`config.mk`:
```
export PLATFORM = sky130hd
export DESIGN_NAME = twcr_regs
export DESIGN_NICKNAME = d
export VERILOG_FILES = /design/src/twcr_pkg.sv /design/src/twcr_regs.sv
export VERILOG_INCLUDE_DIRS = /design/src
export SDC_FILE = /design/constraint.sdc
export NUM_CORES = 1
export LEC_CHECK = 0
export ABC_AREA = 1
export BUFFER_PORTS_ARGS = -buffer_cell sky130_fd_sc_hd__buf_2
export CAP_MARGIN = 20
export CORE_MARGIN = 5
export CORE_UTILIZATION = 25
export DETAILED_ROUTE_END_ITERATION = 8
export RECOVER_POWER = 100
export SYNTH_ARGS = -nofsm -noshare
export SYNTH_HDL_FRONTEND = slang
export SYNTH_SLANG_ARGS = --single-unit
```
`constraint.sdc`:
```
create_clock -name clock -period 2 [get_ports clock]
set_input_delay 0.2 -clock clock [delete_from_list [all_inputs] [get_ports clock]]
set_output_delay 0.2 -clock clock [all_outputs]
set_load 0.05 [all_outputs]
```
`src/twcr_defs.svh`:
```
/*
  Constants of the transceiver and wake configuration registers: register
  indices, field positions, reset values, read masks and timing counts.
  Assumes inclusion by bare name from design files.
*/
`ifndef TWCR_DEFS_SVH
`define TWCR_DEFS_SVH

`define TWCR_ADDR_BUS       7'h04
`define TWCR_ADDR_INT       7'h06
`define TWCR_ADDR_EXT       7'h07
`define TWCR_ADDR_PULL      7'h08

`define TWCR_BUS_OFF        2'h0
`define TWCR_BUS_WAKE       2'h1
`define TWCR_BUS_RXONLY     2'h2
`define TWCR_BUS_NORMAL     2'h3

`define TWCR_RST_BUS        8'h00
`define TWCR_RST_INT        8'h00
`define TWCR_RST_EXT        8'h01
`define TWCR_RST_PULL       8'h00

`define TWCR_MASK_BUS       8'h03
`define TWCR_MASK_INT       8'h44
`define TWCR_MASK_EXT       8'ha1
`define TWCR_MASK_PULL      8'hc3

`define TWCR_BIT_TIMER_WK   6
`define TWCR_BIT_STOP_HI    2
`define TWCR_BIT_GLOBAL     7
`define TWCR_BIT_MEAS       5
`define TWCR_BIT_HV_INPUT_WAKE_ENABLE      0

`define TWCR_PULL_NONE      2'h0
`define TWCR_PULL_DOWN      2'h1
`define TWCR_PULL_UP        2'h2
`define TWCR_PULL_AUTO      2'h3

`define TWCR_CLK_NS         5
`define TWCR_INT_PULSE_NS   100
`define TWCR_INT_PULSE_CYC  ((`TWCR_INT_PULSE_NS + `TWCR_CLK_NS - 1) / `TWCR_CLK_NS)

`endif

```
`src/twcr_pkg.sv`:
```
/*
  Types shared by the transceiver and wake configuration register bank.
  Assumes nothing of its surroundings.
*/
package twcr_pkg;
  typedef logic [7:0] twcr_byte_t;
  typedef logic [6:0] twcr_addr_t;
  typedef logic [1:0] twcr_code_t;
  typedef logic [7:0] twcr_count_t;
endpackage : twcr_pkg

```
`src/twcr_regs.sv`:
```
/*
  Transceiver mode, internal wake, external wake and pull configuration
  registers with their hardware overrides, wake qualification and the
  interrupt output.
  Assumes a serial frame decoder on the same clock delivering register
  accesses, and device mode logic delivering fail-safe, restart, soft reset
  and mode levels on the same clock. Only the two pin levels are foreign.
*/
// Function
// - transceiver mode codes 0..3 mean off, wake capable, receive only, normal.
// - fail-safe entry forces the transceiver mode to wake capable.
// - after restart the transceiver mode takes the cause-dependent value supplied.
// - in development mode power-on and soft reset load normal mode.
// - timer events wake only when the timer wake enable bit is set.
// - second stop watchdog bit one switches watchdog off in stop mode only when the first bit is also one.
// - both stop watchdog bits together decide watchdog off in stop mode.
// - hardware clears second stop watchdog bit on stop to normal change.
// - global interrupt bit zero lets only wake events drive the interrupt.
// - global interrupt bit one lets every status flag drive the interrupt.
// - measurement selected means the high-voltage input produces no wake events.
// - measurement selected without failure output ignores wake enable and aux config.
// - write setting measurement during failure output is refused and flags failure.
// - measurement in normal mode enables sensing and holds level bits reset.
// - high-voltage input wakes only when its wake enable bit is set.
// - fail-safe entry without measurement sets wake enable, keeping global and measure.
// - fail-safe entry with measurement leaves the input out of wake sources.
// - aux pin pull selection applies only when aux pin is a wake input.
// - pull codes 0..3 mean none, pull-down, pull-up, automatic switching.
// - reserved bits always read back as zero.
`include "twcr_defs.svh"
`timescale 1ns/1ps
`default_nettype none

module twcr_regs
  import twcr_pkg::*;
#(
  parameter twcr_count_t INT_PULSE = twcr_count_t'(`TWCR_INT_PULSE_CYC)
) (
  input  wire logic       clock,
  input  wire logic       reset,
  input  wire logic       reg_wr_en,
  input  wire logic       reg_rd_en,
  input  wire twcr_addr_t reg_addr,
  input  wire twcr_byte_t reg_wdata,
  input  wire logic       soft_reset,
  input  wire logic       dev_mode,
  input  wire logic       failsafe_entry,
  input  wire logic       restart_entry,
  input  wire twcr_code_t restart_bus_mode,
  input  wire logic       normal_mode,
  input  wire logic       stop_to_normal,
  input  wire logic       failure_output,
  input  wire logic       stop_watchdog_off_lo,
  input  wire logic       aux_pin_is_wake,
  input  wire logic       timer_event,
  input  wire logic       bus_wake_event,
  input  wire logic       status_event,
  input  wire logic       hv_wake_input,
  input  wire logic       aux_pin_input,
  output logic            reg_rd_valid_ff,
  output twcr_byte_t      reg_rdata_ff,
  output logic            spi_fail_set_ff,
  output logic            bus_off_ff,
  output logic            bus_wake_capable_ff,
  output logic            bus_rx_only_ff,
  output logic            bus_normal_ff,
  output logic            watchdog_stop_off_ff,
  output logic            wake_event_ff,
  output logic            interrupt_out_n_ff,
  output logic            measure_enable_ff,
  output logic            hv_input_level_ff,
  output logic            aux_pin_level_ff,
  output logic [2:0]      hv_input_pull_ff,
  output logic [2:0]      aux_pin_pull_ff
);

  // pull decode: {auto, up, down}, all off unless applied
  function automatic logic [2:0] pull_decode(input twcr_code_t code, input logic apply);
    logic [2:0] res;
    res = 3'h0;
    if (apply) begin
      case (code)
        `TWCR_PULL_DOWN: res = 3'h1;
        `TWCR_PULL_UP:   res = 3'h2;
        `TWCR_PULL_AUTO: res = 3'h4;
        default:         res = 3'h0;
      endcase
    end
    return res;
  endfunction : pull_decode

  function automatic logic addr_hit(input twcr_addr_t a, input twcr_addr_t target);
    return a == target;
  endfunction : addr_hit

  twcr_code_t  bus_mode_ff;
  logic        timer_wake_enable_ff;
  logic        stop_watchdog_off_hi_ff;
  logic        int_global_ff;
  logic        sense_measure_select_ff;
  logic        hv_input_wake_enable_ff;
  twcr_code_t  hv_input_pull_select_ff;
  twcr_code_t  aux_pin_pull_select_ff;
  logic        init_pending_ff;
  logic        hv_sync1_ff;
  logic        hv_sync2_ff;
  logic        hv_prev_ff;
  logic        aux_sync1_ff;
  logic        aux_sync2_ff;
  twcr_count_t int_cnt_ff;
  twcr_count_t nxt_int_cnt;
  twcr_byte_t  nxt_rdata;
  logic        wr_bus;
  logic        wr_int;
  logic        wr_ext;
  logic        wr_pull;
  logic        meas_refused;
  logic        meas_overrides;
  logic        hv_change;
  logic        nxt_wake_event;
  logic        int_trigger;

  assign wr_bus         = reg_wr_en && addr_hit(reg_addr, `TWCR_ADDR_BUS);
  assign wr_int         = reg_wr_en && addr_hit(reg_addr, `TWCR_ADDR_INT);
  assign wr_ext         = reg_wr_en && addr_hit(reg_addr, `TWCR_ADDR_EXT);
  assign wr_pull        = reg_wr_en && addr_hit(reg_addr, `TWCR_ADDR_PULL);
  assign meas_refused   = wr_ext && reg_wdata[`TWCR_BIT_MEAS] && failure_output;
  assign meas_overrides = sense_measure_select_ff && !failure_output;

  // pin synchronisers; the second stage is read, and for the high-voltage input also a third stage for edge detection
  always_ff @(posedge clock or posedge reset) begin
    if (reset) begin
      hv_sync1_ff  <= 1'b0;
      hv_sync2_ff  <= 1'b0;
      hv_prev_ff   <= 1'b0;
      aux_sync1_ff <= 1'b0;
      aux_sync2_ff <= 1'b0;
    end else begin
      hv_sync1_ff  <= hv_wake_input;
      hv_sync2_ff  <= hv_sync1_ff;
      hv_prev_ff   <= hv_sync2_ff;
      aux_sync1_ff <= aux_pin_input;
      aux_sync2_ff <= aux_sync1_ff;
    end
  end

  assign hv_change = hv_sync2_ff ^ hv_prev_ff;

  // development mode level is caught at the first edge after reset release
  always_ff @(posedge clock or posedge reset) begin
    if (reset) begin
      init_pending_ff <= 1'b1;
    end else begin
      init_pending_ff <= 1'b0;
    end
  end

  // transceiver mode; priority fail-safe, restart, reset load, write
  always_ff @(posedge clock or posedge reset) begin
    if (reset) begin
      bus_mode_ff <= 2'(`TWCR_RST_BUS);
    end else if (failsafe_entry) begin
      bus_mode_ff <= `TWCR_BUS_WAKE;
    end else if (restart_entry) begin
      bus_mode_ff <= restart_bus_mode;
    end else if (init_pending_ff || soft_reset) begin
      bus_mode_ff <= dev_mode ? `TWCR_BUS_NORMAL : `TWCR_BUS_OFF;
    end else if (wr_bus) begin
      bus_mode_ff <= reg_wdata[1:0];
    end
  end

  // internal wake register
  always_ff @(posedge clock or posedge reset) begin
    if (reset) begin
      timer_wake_enable_ff    <= 1'(`TWCR_RST_INT >> `TWCR_BIT_TIMER_WK);
      stop_watchdog_off_hi_ff <= 1'(`TWCR_RST_INT >> `TWCR_BIT_STOP_HI);
    end else if (soft_reset) begin
      timer_wake_enable_ff    <= 1'(`TWCR_RST_INT >> `TWCR_BIT_TIMER_WK);
      stop_watchdog_off_hi_ff <= 1'(`TWCR_RST_INT >> `TWCR_BIT_STOP_HI);
    end else if (wr_int) begin
      // a write in the same cycle as the hardware clear wins
      timer_wake_enable_ff    <= reg_wdata[`TWCR_BIT_TIMER_WK];
      stop_watchdog_off_hi_ff <= reg_wdata[`TWCR_BIT_STOP_HI];
    end else if (stop_to_normal) begin
      stop_watchdog_off_hi_ff <= 1'b0;
    end
  end

  // external wake register
  always_ff @(posedge clock or posedge reset) begin
    if (reset) begin
      int_global_ff           <= 1'(`TWCR_RST_EXT >> `TWCR_BIT_GLOBAL);
      sense_measure_select_ff <= 1'(`TWCR_RST_EXT >> `TWCR_BIT_MEAS);
      hv_input_wake_enable_ff <= 1'(`TWCR_RST_EXT >> `TWCR_BIT_HV_INPUT_WAKE_ENABLE);
    end else if (soft_reset) begin
      int_global_ff           <= 1'(`TWCR_RST_EXT >> `TWCR_BIT_GLOBAL);
      sense_measure_select_ff <= 1'(`TWCR_RST_EXT >> `TWCR_BIT_MEAS);
      hv_input_wake_enable_ff <= 1'(`TWCR_RST_EXT >> `TWCR_BIT_HV_INPUT_WAKE_ENABLE);
    end else if (failsafe_entry) begin
      if (!sense_measure_select_ff) begin
        hv_input_wake_enable_ff <= 1'b1;
      end
      // with measurement selected nothing changes here
    end else if (wr_ext) begin
      int_global_ff           <= reg_wdata[`TWCR_BIT_GLOBAL];
      hv_input_wake_enable_ff <= reg_wdata[`TWCR_BIT_HV_INPUT_WAKE_ENABLE];
      if (!meas_refused) begin
        sense_measure_select_ff <= reg_wdata[`TWCR_BIT_MEAS];
      end
    end
  end

  // pull selection register
  always_ff @(posedge clock or posedge reset) begin
    if (reset) begin
      hv_input_pull_select_ff <= 2'(`TWCR_RST_PULL);
      aux_pin_pull_select_ff  <= 2'(`TWCR_RST_PULL >> 6);
    end else if (soft_reset) begin
      hv_input_pull_select_ff <= 2'(`TWCR_RST_PULL);
      aux_pin_pull_select_ff  <= 2'(`TWCR_RST_PULL >> 6);
    end else if (wr_pull) begin
      hv_input_pull_select_ff <= reg_wdata[1:0];
      aux_pin_pull_select_ff  <= reg_wdata[7:6];
    end
  end

  // read path; reserved bits and unmapped addresses read zero
  always_comb begin
    nxt_rdata = 8'h00;
    case (reg_addr)
      `TWCR_ADDR_BUS:  nxt_rdata = {6'h00, bus_mode_ff} & `TWCR_MASK_BUS;
      `TWCR_ADDR_INT:  nxt_rdata = {1'b0, timer_wake_enable_ff, 3'h0,
                                    stop_watchdog_off_hi_ff, 2'h0} & `TWCR_MASK_INT;
      `TWCR_ADDR_EXT:  nxt_rdata = {int_global_ff, 1'b0, sense_measure_select_ff,
                                    4'h0, hv_input_wake_enable_ff} & `TWCR_MASK_EXT;
      `TWCR_ADDR_PULL: nxt_rdata = {aux_pin_pull_select_ff, 4'h0,
                                    hv_input_pull_select_ff} & `TWCR_MASK_PULL;
      default:         nxt_rdata = 8'h00;
    endcase
  end

  always_ff @(posedge clock or posedge reset) begin
    if (reset) begin
      reg_rd_valid_ff <= 1'b0;
      reg_rdata_ff    <= 8'h00;
      spi_fail_set_ff <= 1'b0;
    end else begin
      reg_rd_valid_ff <= reg_rd_en;
      reg_rdata_ff    <= reg_rd_en ? nxt_rdata : reg_rdata_ff;
      spi_fail_set_ff <= meas_refused;
    end
  end

  // mode decode and watchdog stop control
  always_ff @(posedge clock or posedge reset) begin
    if (reset) begin
      bus_off_ff           <= 1'b1;
      bus_wake_capable_ff  <= 1'b0;
      bus_rx_only_ff       <= 1'b0;
      bus_normal_ff        <= 1'b0;
      watchdog_stop_off_ff <= 1'b0;
    end else begin
      bus_off_ff           <= bus_mode_ff == `TWCR_BUS_OFF;
      bus_wake_capable_ff  <= bus_mode_ff == `TWCR_BUS_WAKE;
      bus_rx_only_ff       <= bus_mode_ff == `TWCR_BUS_RXONLY;
      bus_normal_ff        <= bus_mode_ff == `TWCR_BUS_NORMAL;
      watchdog_stop_off_ff <= stop_watchdog_off_hi_ff && stop_watchdog_off_lo;
    end
  end

  // wake qualification
  assign nxt_wake_event = (timer_event && timer_wake_enable_ff)
                       || (hv_change && hv_input_wake_enable_ff
                           && !sense_measure_select_ff)
                       || (bus_wake_event && bus_mode_ff == `TWCR_BUS_WAKE);

  assign int_trigger = wake_event_ff || (int_global_ff && status_event);

  always_comb begin
    nxt_int_cnt = int_cnt_ff;
    if (int_trigger) begin
      nxt_int_cnt = INT_PULSE;
    end else if (int_cnt_ff != 8'h00) begin
      nxt_int_cnt = int_cnt_ff - 8'h01;
    end
  end

  always_ff @(posedge clock or posedge reset) begin
    if (reset) begin
      wake_event_ff      <= 1'b0;
      int_cnt_ff         <= 8'h00;
      interrupt_out_n_ff <= 1'b1;
    end else begin
      wake_event_ff      <= nxt_wake_event;
      int_cnt_ff         <= nxt_int_cnt;
      interrupt_out_n_ff <= nxt_int_cnt == 8'h00;
    end
  end

  // sensing, level status and pull controls
  always_ff @(posedge clock or posedge reset) begin
    if (reset) begin
      measure_enable_ff <= 1'b0;
      hv_input_level_ff <= 1'b0;
      aux_pin_level_ff  <= 1'b0;
      hv_input_pull_ff  <= 3'h0;
      aux_pin_pull_ff   <= 3'h0;
    end else begin
      measure_enable_ff <= sense_measure_select_ff && normal_mode;
      hv_input_level_ff <= sense_measure_select_ff ? 1'b0 : hv_sync2_ff;
      aux_pin_level_ff  <= sense_measure_select_ff ? 1'b0 : aux_sync2_ff;
      hv_input_pull_ff  <= pull_decode(hv_input_pull_select_ff, 1'b1);
      aux_pin_pull_ff   <= pull_decode(aux_pin_pull_select_ff,
                                       aux_pin_is_wake && !meas_overrides);
    end
  end
endmodule : twcr_regs

`default_nettype wire

```
# Yosys cells after proc, flatten, opt, wreduce, memory -nomap -nowiden
# Cells that the tools add are included.
word_totals:
  reg_bits: 51
  in_bits: 35
  output_inout_bits: 26
  wordCells: 115
op_classes:
  n_addsub: 1
  eq_ne: 16
  n_mux: 33
  n_bitwise: 1
  n_reduce_logical: 34
op_table:
  columns: ["op", "count"]
  rows:
  - ["case mux 8 bit (4 select lines)", 1]
  - ["equality test 7 x 3 -> 1 bit, second input constant", 3]
  - ["two-way mux 1 bit", 18]
  - ["two-way mux 2 bit", 9]
  - ["case mux 3 bit (3 select lines)", 2]
  - ["two-way mux 8 bit", 2]
  - ["logical AND 1 bit", 15]
  - ["equality test 2 bit, second input constant", 6]
  - ["logical NOT 8 bit", 1]
  - ["nonzero test 8 bit", 1]
  - ["subtractor 8 x 1 -> 8 bit, second input constant", 1]
  - ["equality test 7 x 4 -> 1 bit, second input constant", 1]
  - ["equality test 2 x 1 -> 1 bit, second input constant", 3]
  - ["nonzero test 2 bit", 3]
  - ["nonzero test 3 bit", 2]
  - ["logical OR 1 bit", 4]
  - ["!= test 2 bit, second input constant", 2]
  - ["AND reduction 2 bit", 2]
  - ["nonzero test 4 bit", 1]
  - ["logical NOT 1 bit", 3]
  - ["two-way mux 3 bit", 1]
  - ["!= test 3 bit, second input constant", 1]
  - ["AND reduction 3 bit", 1]
  - ["logical NOT 2 bit", 1]
  - ["bitwise XOR 1 bit", 1]

# Depth between registers and ports, before layout
logic_depth:
  ltp_word: 8
  ltp_mapped: 11
  ltp_nobuf: 11

# Worst setup path before layout
# OpenSTA, ideal clock, no wires.
synth_timing:
  path_kind: "flip-flop to flip-flop"
  start: "register int_cnt_ff[0]"
  end: "register interrupt_out_n_ff"
  arrival_time_ps: 1331
  t_required_ps: 1933
  slack_ps: 602
  stages_incl_launch_ff: 11
  cell_sequence: "dfrtp_1 > inv_1 > ha_1 > nand2_1 > nor2_8 > nand2_4 > nand2_2 > nand2_2 > nor2_2 > nand3_1 > nor2_1"
synth_via:
  elab_chain_len: 4
  word_cells_on_any_way: 5
  cone_classes: "1 x add/sub; 2 x mux; 2 x reduce/logical"
synth_rtl:
  columns: ["item", "line_no", "source"]
  rows:
  - ["start, declared", "twcr_regs.sv:110", "twcr_count_t int_cnt_ff;"]
  - ["start signal, assigned", "twcr_regs.sv:296", "int_cnt_ff <= nxt_int_cnt;"]
  - ["subtractor 8 x 1 -> 8 bit or nonzero test 8 bit (tied branches)", "twcr_regs.sv:285, twcr_regs.sv:284", null]
  - ["two-way mux 8 bit (*)", "twcr_regs.sv:284", "end else if (int_cnt_ff != 8'h00) begin"]
  - ["two-way mux 8 bit (*)", "twcr_regs.sv:282", "if (int_trigger) begin"]
  - ["named net nxt_int_cnt[2]", "twcr_regs.sv:111", "twcr_count_t nxt_int_cnt;"]
  - ["logical NOT 8 bit (*)", "twcr_regs.sv:297", "interrupt_out_n_ff <= nxt_int_cnt == 8'h00;"]
  - ["end signal, assigned", "twcr_regs.sv:293", "interrupt_out_n_ff <= 1'b1;"]
  - ["end signal, assigned", "twcr_regs.sv:297", null]
  - ["end, declared", "twcr_regs.sv:69", "output logic interrupt_out_n_ff,"]
# The timed path passes the listed nets; every way through them passes the cells marked *.
# A chain may end at the register's enable or synchronous reset.

# Worst setup path after layout
# Same ends and word-level chain as after synthesis.

==> qor.yml <==
drc: 0
p_per_area_mw_per_mm2: 859
synth_xor_xnor_area_share: 0.00771
tightest_slew_ns: 1.21
cp_data_arrival_time_ns: 1.91
cts_resized: 0
fillers: 927
comb_power_share: 0.258
die_area_mm2: 0.0111
crit_fanout: 7
finalPower_mw: 2.33
min-delay-path-class: "in -> reg"
seq_power_share: 0.498
ys_ff_latch: 49
clockRootBuffer: "clkbuf_8"
cp.required_ns: 2.24
max-vdd-ir-drop_mv: 0.242
area.growth.synth_to_final_pct: 19.3
cts_buffers: 5
grt_setup_unrepaired: "no"
fin_nets: 362
port_buffers: 56
netlist_area_mm2: 0.00227
pin_count: 61
drt-initial-drc-count: 98
antenna_found_initial: 0
critical_path_class: "reg -> reg"
cts_sinks: 49
end_kind: "flip-flop"
vias_per_cell: 4.28
synth_fa_ha_area_frac: 0.0110
ys_seq_area_frac: 0.542
swShare: 0.346
fin_setup_tns_ns: 0
core.rowCount: 34
min_path_cells: 3
die_w_um: 105
vias: 1858
drt_wl_total_um: 5570
setup_viol: 0
synth.most_common_cell: "nand2_1"
synth_area_leaders: "dfrtp_1, nand2_1, nand3_1"
core_mm2: 0.00881
grt_pass1_vias: 1989
cp-startpoint: "int_cnt_ff[0]"
drive_gt1_frac: 0.175
tritoncts: "built"
h-tree-depth: 2
min_to: "watchdog_stop_off_ff"
maxCapViolCount: 0
r2r_start: "int_cnt_ff[0]"
clk_path_buf_depth: 2
synth_top_area_frac: 0.495
p_clk_frac: 0.244
hold_start: "stop_watchdog_off_lo"
grt_max_degree: 50
intPower_mw: 1.52
period_share: 0.834
synth_top_family_by_area: "simple AND/OR/NAND/NOR gates"
worst_slack_ns: 0.333
fmaxAchievable_ghz: 0.600
syn_inst: 260
worstSkewPairLatency_ns: 0.30
switchingPower_mw: 0.806
reg2reg_slack_ns: 0.33
muxShareOfSynthArea: 0
startpoint_type: "flip-flop"
synth_compound_area_frac: 0.0600
status: "finished, final reports clean"
dp_hpwl_um: 4420
synthTopCellsByCount: "nand2_1, dfrtp_1, inv_1"
rr_worst_depth: 10
ys.flop_type: "dfrtp_1"
relSlewSlack: 0.192
cts_setup_buffers: 0
synth_edf_count: 0
synth-simple-area-share: 0.297
rr_endpoint: "interrupt_out_n_ff"
yosysWarnings: 0
skew_ns: 0.00952
gp_congestion: 0.821
initial_utilization: 0.258
avgRoutedWirePerCell_um: 12.8
grt_remaining_overflow: 0
fp.dieH_um: 105
grt_pass1_wl_um: 9430
grtUsageTotal: 0.106
antennaDiodeCount: 0
dp_slack_ns: 0.418
clkTransAtPathRegs_ns: 0.09
async_flop_share: 1.00
yosysUniqueCellTypes: 33
yosys.area.top_type: "dfrtp_1"
drt_pass1_iterations: 4
period_minus_slack_ns: 1.67
hold_violations: 0
ant_nets: 0
p_leak_nw: 1.38
syn_avg_cell_area_um2: 8.74
slew_violations: 0
==> worst max-delay path, stage by stage, from the launching register on <==
cell and delay (ns):
dfrtp_1 0.39, inv_1 0.18, ha_1 0.22, nand2_1 0.13
nor2_8 0.10, nand2_1 0.13, nand2_2 0.09, nand2_2 0.05
nor2_1 0.12, nand3_1 0.08, nor2_1 0.12
==> power by group through the flow <==
stage	clock network, mW	registers [mW]	logic, mW
2_1_floorplan	0	1.23	0.430
3_3_place_gp	0	1.17	0.623
3_5_place_dp	0	1.18	0.639
4_1_cts	0.597	1.16	0.642
5_1_grt	0.625	1.17	0.686
6_report	0.569	1.16	0.600
==> cell usage in the layout (no fill, tap or decap), drive strengths merged <==
master	Yosys	routed
a21oi	2	2
buf	4	31
clkbuf	0	34
clkinv	1	1
clkinvlp	0	1
conb	1	3
dfrtp	45	45
dfstp	4	4
dlygate4sd3	0	2
ha	2	2
inv	39	39
nand2	66	66
nand3	33	33
nand4	2	2
nor2	29	29
nor3	8	8
o211ai	1	1
o21ai	18	18
o22ai	1	1
o31ai	1	1
or2	1	1
xor2	2	2
==> what timing repair did <==
item / in CTS / in global routing
endpoints found under the setup margin: 0 / 0
hold buffers: 1 / 1
hold endpoints to repair: 1 / 1
==> through the flow <==
| step | instance area [um^2] | util | std cells | hold slack [ns] |
|---|---|---|---|---|
| 6_report | 2710 | 0.308 | 434 | 0.0837 |
| 5_1_grt | 2710 | 0.308 | 434 | 0.0820 |
| 4_1_cts | 2770 | 0.315 | 433 | 0.000220 |
| 3_5_place_dp | 2680 | 0.304 | 424 | 0.312 |
| 3_3_place_gp | 2680 | 0.304 | 424 | 0.310 |
| 2_1_floorplan | 2280 | - | 262 | 0.231 |
==> sequential cells by signal (all words and copies together), names as in the netlist, 2 cells and up <==
register	cells
int_cnt_ff	8
reg_rdata_ff	6
aux_pin_pull_ff	3
hv_input_pull_ff	3
aux_pin_pull_select_ff	2
bus_mode_ff	2
hv_input_pull_select_ff	2
==> routing by layer <==
metal / track usage / vias to the layer above / routed length (um) / share of wire
met5: 0 / - / 0 / 0
met4: 0.0309 / 0 / 74 / 0.013
met3: 0.0324 / 7 / 284 / 0.051
met2: 0.181 / 35 / 2760 / 0.50
met1: 0.129 / 875 / 2450 / 0.44
li1: - / 941 / - / -
==> area by class of cell <==
type                            count  area, um^2  area share
Sequential cell                    49        1230       0.454
Inverter                           40         153      0.0563
Tap cell                          108         135      0.0498
Clock buffer                        7        76.3      0.0281
Timing Repair Buffer               60         280       0.103
Multi-Input combinational cell    169         828       0.305
Clock inverter                      1        7.51     0.00277
==> worst max-delay path by stage <==
stage,end,slack [ns],depth (start not counted)
after CTS,interrupt_out_n_ff,0.40,10
after detailed placement,interrupt_out_n_ff,0.42,10
final,interrupt_out_n_ff,0.33,10
after global placement,interrupt_out_n_ff,0.46,10
after floorplan,interrupt_out_n_ff,0.60,10
after global routing,interrupt_out_n_ff,0.14,10
==> cells by family (layout without fill, tap and decap cells) <==
group,after synthesis,after routing
compound gates,23,23
simple gates,139,139
fa+ha+maj,2,2
buf+inv,44,108
flops,49,49
other cells,1,3
xor+xnor,2,2
No activity file was read; power rests on OpenSTA's default activity.
